## src/include/sfr_pkg.sv

```systemverilog
// Constants and state type for the special function register bank.
// Assumes a 6-bit data address space and an 8-bit data path.
package sfr_pkg;

  localparam logic [5:0] A_IND    = 6'h00;
  localparam logic [5:0] A_TMR    = 6'h01;
  localparam logic [5:0] A_PCL    = 6'h02;
  localparam logic [5:0] A_STAT   = 6'h03;
  localparam logic [5:0] A_PTR    = 6'h04;
  localparam logic [5:0] A_PA     = 6'h05;
  localparam logic [5:0] A_PB     = 6'h06;
  localparam logic [5:0] A_GPR0   = 6'h07;
  localparam logic [5:0] A_POWER_CONTROL   = 6'h08;
  localparam logic [5:0] A_PCHB   = 6'h0a;
  localparam logic [5:0] A_GPR_LO = 6'h10;

  localparam int ST_C   = 0;
  localparam int ST_DC  = 1;
  localparam int ST_Z   = 2;
  localparam int ST_PD  = 3;
  localparam int ST_TO  = 4;
  localparam int OPT_CS = 5;
  localparam int OPT_SE = 4;
  localparam int OPT_PA = 3;
  localparam int PC_WDT = 7;
  localparam int PC_EIS = 6;
  localparam int PC_LVD = 5;
  localparam int PC_ROC = 4;
  localparam int STK_N  = 5;

  localparam logic [9:0] PC_RESET   = 10'h3ff;
  localparam logic [7:0] STAT_RESET = 8'h18;
  localparam logic [7:0] PTR_ONES   = 8'hc0;
  localparam logic [7:0] POWER_CONTROL_MASK  = 8'hf0;
  localparam logic [7:0] PCHB_MASK  = 8'h03;
  localparam logic [7:0] STAT_FREE  = 8'he0;

  typedef enum logic [5:0] {
    ALU_NONE  = 6'b000001,
    ALU_ADD   = 6'b000010,
    ALU_SUB   = 6'b000100,
    ALU_ROTL  = 6'b001000,
    ALU_ROTR  = 6'b010000,
    ALU_LOGIC = 6'b100000
  } sfr_alu_t;

  typedef struct packed {
    logic [9:0]            pc;
    logic [STK_N-1:0][9:0] stk;
    logic [63:0][7:0]      gpr;
    logic [7:0]            tmr;
    logic [7:0]            presc;
    logic [7:0]            opt;
    logic [7:0]            stat;
    logic [7:0]            ptr;
    logic [7:0]            pa;
    logic [7:0]            pb;
    logic [7:0]            power_control;
    logic [7:0]            pchb;
    logic                  pin_prev;
    logic [7:0]            rd_data;
    logic                  tmr_ovf;
    logic                  ext_int;
    logic [7:0]            chg_mask;
  } sfr_state_t;

  localparam sfr_state_t SFR_RESET = '{
    pc: PC_RESET, stat: STAT_RESET, chg_mask: 8'hff, default: '0};

endpackage

```

## src/logic/sfr_bank.sv

```systemverilog
// Special function registers of the 8-bit core: indirect port,
// timer, program counter and stack, status, ports, power control.
// Assumes the core gives one i_icyc pulse per instruction and
// presents its register reads, writes and flow commands with it.
// Behaviour
// RULE1 - Address zero has no storage; access goes to pointer target.
// RULE2 - Indirect read with pointer zero returns zero.
// RULE3 - Indirect write with pointer zero changes nothing but flags.
// RULE4 - Low six pointer bits form the indirect address, 64 registers.
// RULE5 - Upper two pointer bits read as one.
// RULE6 - Timer counts instruction cycles or pin edges by source select.
// RULE7 - Edge select picks rising or falling pin edge.
// RULE8 - Prescaler given to timer when bit clear; timer write clears it.
// RULE9 - Ten-bit program counter with five-entry return stack.
// RULE10 - Counter advances by one per instruction unless loaded.
// RULE11 - Jump loads all ten bits; buffer unchanged.
// RULE12 - Call pushes next address then loads target; buffer unchanged.
// RULE13 - All three returns pop the counter; buffer unchanged.
// RULE14 - Low byte write takes high bits from buffer, never reverse.
// RULE15 - Flag-affecting write to status blocks low flags; reset flags fixed.
// RULE16 - Carry from add, no-borrow on subtract, shifted bit on rotate.
// RULE17 - Digit carry from bit three, no-borrow on subtract.
// RULE18 - Zero flag tracks a zero result.
// RULE19 - Power-down set at power-up and clear-watchdog, cleared by sleep.
// RULE20 - Timeout set at power-up, clear-watchdog, sleep; cleared by overflow.
// RULE21 - Port reads show pins; writes go to output latches.
// RULE22 - Interrupt select routes port B pin 0 to interrupt or change path.
// RULE23 - Power control holds watchdog, detector, resistor enables; low nibble zero.

`timescale 1ns/1ps

module sfr_bank (
  input  wire  logic             i_clk,
  input  wire  logic             i_rstn,
  input  wire  logic             i_icyc,
  input  wire  logic             i_rd,
  input  wire  logic [5:0]       i_rd_addr,
  input  wire  logic             i_wr,
  input  wire  logic [5:0]       i_wr_addr,
  input  wire  logic [7:0]       i_wr_data,
  input  wire  logic             i_opt_wr,
  input  wire  logic [7:0]       i_opt_data,
  input  wire  logic             i_jump,
  input  wire  logic             i_call,
  input  wire  logic             i_ret,
  input  wire  logic [9:0]       i_target,
  input  wire  sfr_pkg::sfr_alu_t i_alu_kind,
  input  wire  logic [7:0]       i_alu_a,
  input  wire  logic [7:0]       i_alu_b,
  input  wire  logic [7:0]       i_alu_res,
  input  wire  logic             i_clear_watchdog_instruction,
  input  wire  logic             i_sleep,
  input  wire  logic             i_wdt_ovf,
  input  wire  logic             i_tmr_pin,
  input  wire  logic [7:0]       i_pa_pins,
  input  wire  logic [7:0]       i_pb_pins,
  output logic       [7:0]       o_rd_data,
  output logic       [9:0]       o_pc,
  output logic       [7:0]       o_status,
  output logic                   o_tmr_ovf,
  output logic       [7:0]       o_pa_latch,
  output logic       [7:0]       o_pb_latch,
  output logic                   o_wdt_en,
  output logic                   o_lvd_en,
  output logic                   o_roc_en,
  output logic                   o_ext_int,
  output logic       [7:0]       o_pb_chg_mask
);
  import sfr_pkg::*;

  sfr_state_t s_r;
  sfr_state_t s_nxt;

  logic [5:0] rd_ea;
  logic [5:0] wr_ea;
  logic [7:0] rd_val;
  logic [8:0] sum9;
  logic [4:0] half5;
  logic [7:0] ps_mask;
  logic       pin_edge;
  logic       src_tick;
  logic       tmr_inc;
  logic       flags_hit;
  logic       gpr_rd;
  logic       gpr_wr;

  ////////////////////////////////////////////////////////////////
  // Next state

  always_comb begin
    s_nxt = s_r;
    s_nxt.tmr_ovf = 1'b0;

    // Address zero is a window onto the pointer target
    rd_ea = (i_rd_addr == A_IND) ? s_r.ptr[5:0] : i_rd_addr; // see RULE1 see RULE4
    wr_ea = (i_wr_addr == A_IND) ? s_r.ptr[5:0] : i_wr_addr; // see RULE1 see RULE4
    gpr_rd = (rd_ea == A_GPR0) || (rd_ea >= A_GPR_LO);
    gpr_wr = (wr_ea == A_GPR0) || (wr_ea >= A_GPR_LO);

    // Read path
    rd_val = 8'h00;
    case (rd_ea)
      A_IND:   rd_val = 8'h00; // see RULE2
      A_TMR:   rd_val = s_r.tmr;
      A_PCL:   rd_val = s_r.pc[7:0];
      A_STAT:  rd_val = s_r.stat;
      A_PTR:   rd_val = s_r.ptr | PTR_ONES; // see RULE5
      A_PA:    rd_val = i_pa_pins; // see RULE21
      A_PB:    rd_val = i_pb_pins; // see RULE21
      A_POWER_CONTROL:  rd_val = s_r.power_control & POWER_CONTROL_MASK; // see RULE23
      A_PCHB:  rd_val = s_r.pchb & PCHB_MASK;
      default: rd_val = gpr_rd ? s_r.gpr[rd_ea] : 8'h00;
    endcase
    if (i_rd) begin
      s_nxt.rd_data = rd_val;
    end

    // Operand arithmetic; subtract adds the two's complement
    sum9  = 9'h000;
    half5 = 5'h00;
    if (i_alu_kind == ALU_SUB) begin
      sum9  = {1'b0, i_alu_a} + {1'b0, ~i_alu_b} + 9'h001; // see RULE16
      half5 = {1'b0, i_alu_a[3:0]} + {1'b0, ~i_alu_b[3:0]} + 5'h01; // see RULE17
    end else begin
      sum9  = {1'b0, i_alu_a} + {1'b0, i_alu_b}; // see RULE16
      half5 = {1'b0, i_alu_a[3:0]} + {1'b0, i_alu_b[3:0]}; // see RULE17
    end

    // Timer clocking and prescaler
    if (i_opt_wr) begin
      s_nxt.opt = i_opt_data;
    end
    s_nxt.pin_prev = i_tmr_pin;
    pin_edge = s_r.opt[OPT_SE] ? (s_r.pin_prev && !i_tmr_pin)
                               : (!s_r.pin_prev && i_tmr_pin); // see RULE7
    src_tick = s_r.opt[OPT_CS] ? pin_edge : i_icyc; // see RULE6
    ps_mask  = 8'((9'h002 << s_r.opt[2:0]) - 9'h001);
    tmr_inc  = 1'b0;
    if (!s_r.opt[OPT_PA]) begin
      if (src_tick) begin
        if (s_r.presc == ps_mask) begin
          s_nxt.presc = 8'h00;
          tmr_inc = 1'b1;
        end else begin
          s_nxt.presc = s_r.presc + 8'h01;
        end
      end
    end else begin
      tmr_inc = src_tick;
    end
    if (tmr_inc) begin
      s_nxt.tmr = s_r.tmr + 8'h01;
      s_nxt.tmr_ovf = (s_r.tmr == 8'hff);
    end

    // Register writes
    flags_hit = (i_alu_kind != ALU_NONE);
    if (i_wr) begin
      case (wr_ea)
        A_IND: begin
          // Pointer aimed at address zero: write is dropped
        end // see RULE3
        A_TMR: begin
          s_nxt.tmr = i_wr_data;
          s_nxt.tmr_ovf = 1'b0;
          if (!s_r.opt[OPT_PA]) begin
            s_nxt.presc = 8'h00; // see RULE8
          end
        end
        A_PCL: begin
          // Loaded through the counter path below
        end
        A_STAT: begin
          s_nxt.stat[7:5] = i_wr_data[7:5]; // see RULE15
          if (!flags_hit) begin
            s_nxt.stat[2:0] = i_wr_data[2:0]; // see RULE15
          end
        end
        A_PTR:  s_nxt.ptr  = i_wr_data;
        A_PA:   s_nxt.pa   = i_wr_data; // see RULE21
        A_PB:   s_nxt.pb   = i_wr_data; // see RULE21
        A_POWER_CONTROL: s_nxt.power_control = i_wr_data & POWER_CONTROL_MASK; // see RULE23
        A_PCHB: s_nxt.pchb = i_wr_data & PCHB_MASK;
        default: begin
          if (gpr_wr) begin
            s_nxt.gpr[wr_ea] = i_wr_data;
          end
        end
      endcase
    end

    // Flags from the executing operation override any write
    unique case (i_alu_kind)
      ALU_NONE: begin
      end
      ALU_ADD, ALU_SUB: begin
        s_nxt.stat[ST_C]  = sum9[8]; // see RULE16
        s_nxt.stat[ST_DC] = half5[4]; // see RULE17
        s_nxt.stat[ST_Z]  = (i_alu_res == 8'h00); // see RULE18
      end
      ALU_ROTL: s_nxt.stat[ST_C] = i_alu_a[7]; // see RULE16
      ALU_ROTR: s_nxt.stat[ST_C] = i_alu_a[0]; // see RULE16
      ALU_LOGIC: s_nxt.stat[ST_Z] = (i_alu_res == 8'h00); // see RULE18
      default: begin
      end
    endcase

    // Reset cause flags; a set in the same cycle wins
    if (i_wdt_ovf) begin
      s_nxt.stat[ST_TO] = 1'b0; // see RULE20
    end
    if (i_sleep) begin
      s_nxt.stat[ST_PD] = 1'b0; // see RULE19
      s_nxt.stat[ST_TO] = 1'b1; // see RULE20
    end
    if (i_clear_watchdog_instruction) begin
      s_nxt.stat[ST_PD] = 1'b1; // see RULE19
      s_nxt.stat[ST_TO] = 1'b1; // see RULE20
    end

    // Program counter and stack; deepest entry is lost on overflow
    if (i_icyc) begin
      if (i_jump) begin
        s_nxt.pc = i_target; // see RULE11
      end else if (i_call) begin
        for (int i = STK_N - 1; i > 0; i--) begin
          s_nxt.stk[i] = s_r.stk[i-1];
        end
        s_nxt.stk[0] = s_r.pc; // see RULE12
        s_nxt.pc = i_target; // see RULE12
      end else if (i_ret) begin
        for (int i = 0; i < STK_N - 1; i++) begin
          s_nxt.stk[i] = s_r.stk[i+1];
        end
        s_nxt.pc = s_r.stk[0]; // see RULE13 see RULE9
      end else if (i_wr && (wr_ea == A_PCL)) begin
        s_nxt.pc = {s_r.pchb[1:0], i_wr_data}; // see RULE14
      end else begin
        s_nxt.pc = s_r.pc + 10'h001; // see RULE10
      end
    end

    // Port B pin 0 goes either to interrupt or to change detect
    s_nxt.ext_int  = s_r.power_control[PC_EIS] & i_pb_pins[0]; // see RULE22
    s_nxt.chg_mask = {7'h7f, ~s_r.power_control[PC_EIS]}; // see RULE22
  end

  ////////////////////////////////////////////////////////////////
  // State register

  always_ff @(posedge i_clk or negedge i_rstn) begin
    if (!i_rstn) begin
      s_r <= SFR_RESET;
    end else begin
      s_r <= s_nxt;
    end
  end

  ////////////////////////////////////////////////////////////////
  // Outputs

  assign o_rd_data     = s_r.rd_data;
  assign o_pc          = s_r.pc;
  assign o_status      = s_r.stat;
  assign o_tmr_ovf     = s_r.tmr_ovf;
  assign o_pa_latch    = s_r.pa;
  assign o_pb_latch    = s_r.pb;
  assign o_wdt_en      = s_r.power_control[PC_WDT]; // see RULE23
  assign o_lvd_en      = s_r.power_control[PC_LVD]; // see RULE23
  assign o_roc_en      = s_r.power_control[PC_ROC]; // see RULE23
  assign o_ext_int     = s_r.ext_int;
  assign o_pb_chg_mask = s_r.chg_mask;

endmodule // sfr_bank

```

## config.mk

```make
export PLATFORM = sky130hd
export DESIGN_NAME = sfr_bank
export DESIGN_NICKNAME = d
export VERILOG_FILES = /design/src/include/sfr_pkg.sv /design/src/logic/sfr_bank.sv
export SDC_FILE = /design/constraint.sdc
export NUM_CORES = 1
export LEC_CHECK = 0
export ABC_AREA = 1
export BUFFER_PORTS_ARGS = -buffer_cell sky130_fd_sc_hd__buf_2
export CAP_MARGIN = 5
export CORE_ASPECT_RATIO = 0.7
export CORE_MARGIN = 2
export CORE_UTILIZATION = 50
export CTS_BUF_LIST = sky130_fd_sc_hd__clkbuf_8 sky130_fd_sc_hd__clkbuf_16
export CTS_CLUSTER_DIAMETER = 120
export DETAILED_ROUTE_END_ITERATION = 7
export HOLD_SLACK_MARGIN = 0.03
export MAX_ROUTING_LAYER = met4
export PLACE_DENSITY_LB_ADDON = 0.25
export SKIP_LAST_GASP = 1
export SYNTH_ARGS = -nofsm -noshare
export SYNTH_HDL_FRONTEND = slang
export SYNTH_SLANG_ARGS = --single-unit
```

## constraint.sdc

```tcl
create_clock -name i_clk -period 2.68 [get_ports i_clk]
set_input_delay 0.268 -clock i_clk [delete_from_list [all_inputs] [get_ports i_clk]]
set_output_delay 0.268 -clock i_clk [all_outputs]
set_load 0.03 [all_outputs]
```

==> results.py <==
metrics = {
    "pwr": {
        "total_power_mw": 24.8,
        "clkPwrFrac": 0.374,
        "pwr-share-seq": 0.463,
        "power.leakage_nw": 18.1,
        "ir_worst_vdd_mv": 0.444,
        "p_int_mw": 17.5,
        "p_switching_mw": 7.29,
        "powerDensity_nw_per_um2": 686,
        "pwr-share-comb": 0.163,
        "netSwitchingFraction": 0.294,
    },
    "drt": {
        "vias": 27000,
        "route.detailed.drc": 0,
        "wl_per_cell_um": 18.3,
        "ant_nets": 0,
        "drt_iter0_drc": 3081,
        "postRouteWirelength_um": 92200,
        "viasPerCell": 5.36,
        "drt_first_pass_iters": 7,
    },
    "timing": {
        "relSlewSlack": 0.407,
        "finalSetupViolations": 0,
        "clock.fmax_ghz": 0.387,
        "fin_crit_sh": 0.964,
        "finClkSkew_ps": 16.6,
        "worst_pin_slew_ps": 888,
        "fin_crit_ps": 2580,
        "timing_hold_violations_final": 0,
        "rsz0062_at_grt": "true",
        "finalSetupTns_ps": 0,
        "finalMaxSlewViolations": 0,
        "timing.final.ws_setup_ps": 97.0,
    },
    "clock_network": {
        "ctsHtreeMaxLevel": 3,
        "numCtsBuffers": 66,
        "clockRootBuffer": "clkbuf_16",
        "cts_tree": "yes",
        "clock_insertion_delay_worst_skew_ps": 620,
        "max-clock-path-buffers": 3,
        "clk_pin_slew_ps": 60,
        "clkSinkCount": 642,
    },
    "place": {
        "dp_slack_ps": -301,
        "placed_area_um2": 33500,
        "io_buffers": 142,
        "dp_hpwl_um": 62300,
        "gp_congestion": 1.02,
    },
    "grt": {
        "first_global_vias": 25200,
        "grt_remaining_overflow": 0,
        "grt_pass1_wl_um": 145000,
        "antenna_found_initial": 3,
        "grt_max_degree": 109,
        "grt_usage": 0.293,
    },
    "worst_setup_path": {
        "required_ps": 3170,
        "cp-end-kind": "flop",
        "cpMaxStageDelayCell": "dfrtp_1",
        "cp_top_family": "simple AND/OR/NAND/NOR gates",
        "crit_buf_inv": 3,
        "critPathArrivalTime_ps": 3080,
        "cp_max_fo": 18,
        "start_kind": "flop",
        "cp_common_cell": "nand2_1",
        "worst-setup-path-type": "reg -> reg",
        "path_cells": "nand4_1 > nand2_4 > buf_12 > buf_12 > nand2_1 > o21ai_0 > nand2_1 > a21oi_2 > nor2_1 > buf_4 > nand2_1 > nand3_1 > nand3_1 > a21oi_1",
        "max_stage_delay_ps": 450,
    },
    "min_path": {
        "worstHoldPathType": "in -> reg",
    },
    "cells_and_area": {
        "final_area_um2": 36200,
        "drive_above_1_share": 0.121,
        "final_nets": 4274,
        "synthToLayoutAreaGrowth_pct": 14.5,
        "utilization": 0.576,
    },
    "floorplanning": {
        "ios": 152,
        "design.core.area_um2": 62800,
        "die_height_um": 214,
        "die_area_um2": 65300,
        "dieWidth_um": 304,
        "start_util": 0.503,
        "rows": 77,
    },
    "synthesis": {
        "synth_top_family_by_area": "simple AND/OR/NAND/NOR gates",
        "yosys.cell_types.count": 49,
        "ys_seq_elements": 642,
        "synth_common_cells": "nand2_1, dfrtp_1, o21ai_0",
        "synthAdderAreaFrac": 0.00713,
        "yosysSeqAreaShare": 0.509,
        "async_flop_share": 1.00,
        "ys.warnings.count": 0,
        "synth-edff-count": 0,
        "syn_area_per_cell_um2": 7.67,
        "ys.flop_type": "dfrtp_1",
        "synth_top_area_share": 0.498,
        "synth.area.top_cells": "dfrtp_1, nand2_1, o21ai_0",
        "synth-xor-area-share": 0.00527,
        "yosys.cell_count.top_type": "nand2_1",
        "synth_top_cell_by_area": "dfrtp_1",
        "synth_mux_area_frac": 0.000356,
        "synth-compound-area-share": 0.126,
        "netlist_instances": 4119,
        "yosys.area_share.simple": 0.260,
        "syn_area_um2": 31600,
    },
    "job": {
        "cap_violations": 0,
    },
    "status": {
        "status": "completed",
    },
}
==> repair_timing <==
item | CTS | global route
setup buffers | 0 | 0
endpoints found under the setup margin | 0 | 16
hold endpoints to repair | 351 | 0
hold buffers | 43 | 0
gates resized for setup | 0 | 7
==> cell families after synthesis <==
family,after synthesis
AOI/OAI and AO/OA,757
adders and majority gates,18
muxes,1
buffers and inverters,698
DFF,642
xor gates and xnor gates,19
and+or+nand+nor,1983
other,1
==> metrics by stage <==
| stage | std cells | hold WS, ps |
|---|---|---|
| CTS | 5036 | 34.4 |
| global placement | 4876 | 350 |
| floorplan | 4125 | -27.6 |
| detailed placement | 4876 | 351 |
| global route | 5039 | 75.1 |
| finish | 5039 | 65.0 |
==> cells in the final DEF (no fill, tap or decap), types with 4 or more instances in the layout <==
cell type | Yosys | final
bufinv_16 | 0 | 4
nand3_2 | 20 | 20
nor2_2 | 2 | 6
nor2_1 | 402 | 396
dlygate4sd3_1 | 0 | 43
o21bai_1 | 7 | 6
nand2_2 | 1 | 4
dfrtp_1 | 629 | 629
nand3_1 | 126 | 126
xor2_1 | 15 | 15
inv_6 | 0 | 4
buf_12 | 0 | 50
o21ai_1 | 103 | 103
clkinv_1 | 5 | 4
dfstp_2 | 13 | 13
buf_4 | 54 | 119
o22ai_1 | 6 | 6
inv_1 | 294 | 305
clkbuf_8 | 0 | 13
clkbuf_16 | 0 | 67
nand3b_1 | 51 | 51
nand2_1 | 1309 | 1305
o21ai_0 | 497 | 497
nor3_1 | 16 | 16
nand4_1 | 21 | 21
a21oi_1 | 94 | 92
conb_1 | 1 | 7
buf_2 | 8 | 141
ha_1 | 18 | 18
nor4_1 | 8 | 8
o21ai_2 | 6 | 5
o211ai_1 | 27 | 27
inv_2 | 10 | 19
or2_2 | 14 | 14
nand3_4 | 10 | 10
xnor2_1 | 4 | 4
==> worst paths after layout <==
kind                                       from                  endpoint  slack, ps  cells past startpoint
min reg2reg                s_r[206]$_DFFE_PN0P_      s_r[206]$_DFFE_PN0P_        370                      0
min in group asynchronous                i_rstn      s_r[522]$_DFFE_PN0P_        260                      3
max reg2reg                 s_r[51]$_DFFE_PN0P_  o_rd_data[4]$_DFFE_PN0P_        100                     14
max                         s_r[51]$_DFFE_PN0P_  o_rd_data[4]$_DFFE_PN0P_        100                     14
min                                i_alu_res[0]   o_status[2]$_DFFE_PN0P_         70                      4
max in group asynchronous                i_rstn      s_r[609]$_DFFE_PN0P_       1480                      4
==> state kept, by name (all words and copies together) (netlist names) <==
signal         cells
o_lvd_en           1
o_pc              10
o_pb_chg_mask      1
s_r              594
o_roc_en           1
o_pa_latch         8
o_rd_data          8
o_status           8
o_pb_latch         8
o_ext_int          1
o_tmr_ovf          1
o_wdt_en           1
==> power by group through the flow <==
| stage | sequential, mW | clock, mW | combinational [mW] |
|---|---|---|---|
| 3_5_place_dp | 11.6 | 0 | 3.94 |
| 3_3_place_gp | 11.6 | 0 | 3.86 |
| 5_1_grt | 11.6 | 9.84 | 4.57 |
| 2_1_floorplan | 11.4 | 0 | 2.69 |
| 6_report | 11.5 | 9.28 | 4.04 |
| 4_1_cts | 11.5 | 9.40 | 4.01 |
==> worst register-to-register path: stages, from the launching register on <==
cell and delay [ps]:
dfrtp_1 450, nand4_1 240, nand2_4 200, buf_12 180, buf_12 160, nand2_1 60, o21ai_0 80, nand2_1 100
a21oi_2 330, nor2_1 90, buf_4 140, nand2_1 50, nand3_1 130, nand3_1 160, a21oi_1 90
==> layer usage <==
| metal | up-vias | track usage | part of all wire |
|---|---|---|---|
| li1 | 13000 | - | - |
| met1 | 12700 | 0.429 | 0.47 |
| met2 | 1158 | 0.409 | 0.42 |
| met3 | 116 | 0.0682 | 0.099 |
| met4 | 0 | 0.0741 | 0.021 |
| met5 | - | - | 0 |
==> final cells by class <==
class / count / area, um2
well taps: 829 / 1040
clock inverters: 37 / 314
clock buffers: 80 / 1860
inverters: 309 / 1160
diodes: 2 / 5.00
multi-input cells: 2786 / 12700
repair buffers: 354 / 3050
fillers: 5732 / 26600
flip-flops and latches: 642 / 16100
No activity file was read; power rests on OpenSTA's default activity.
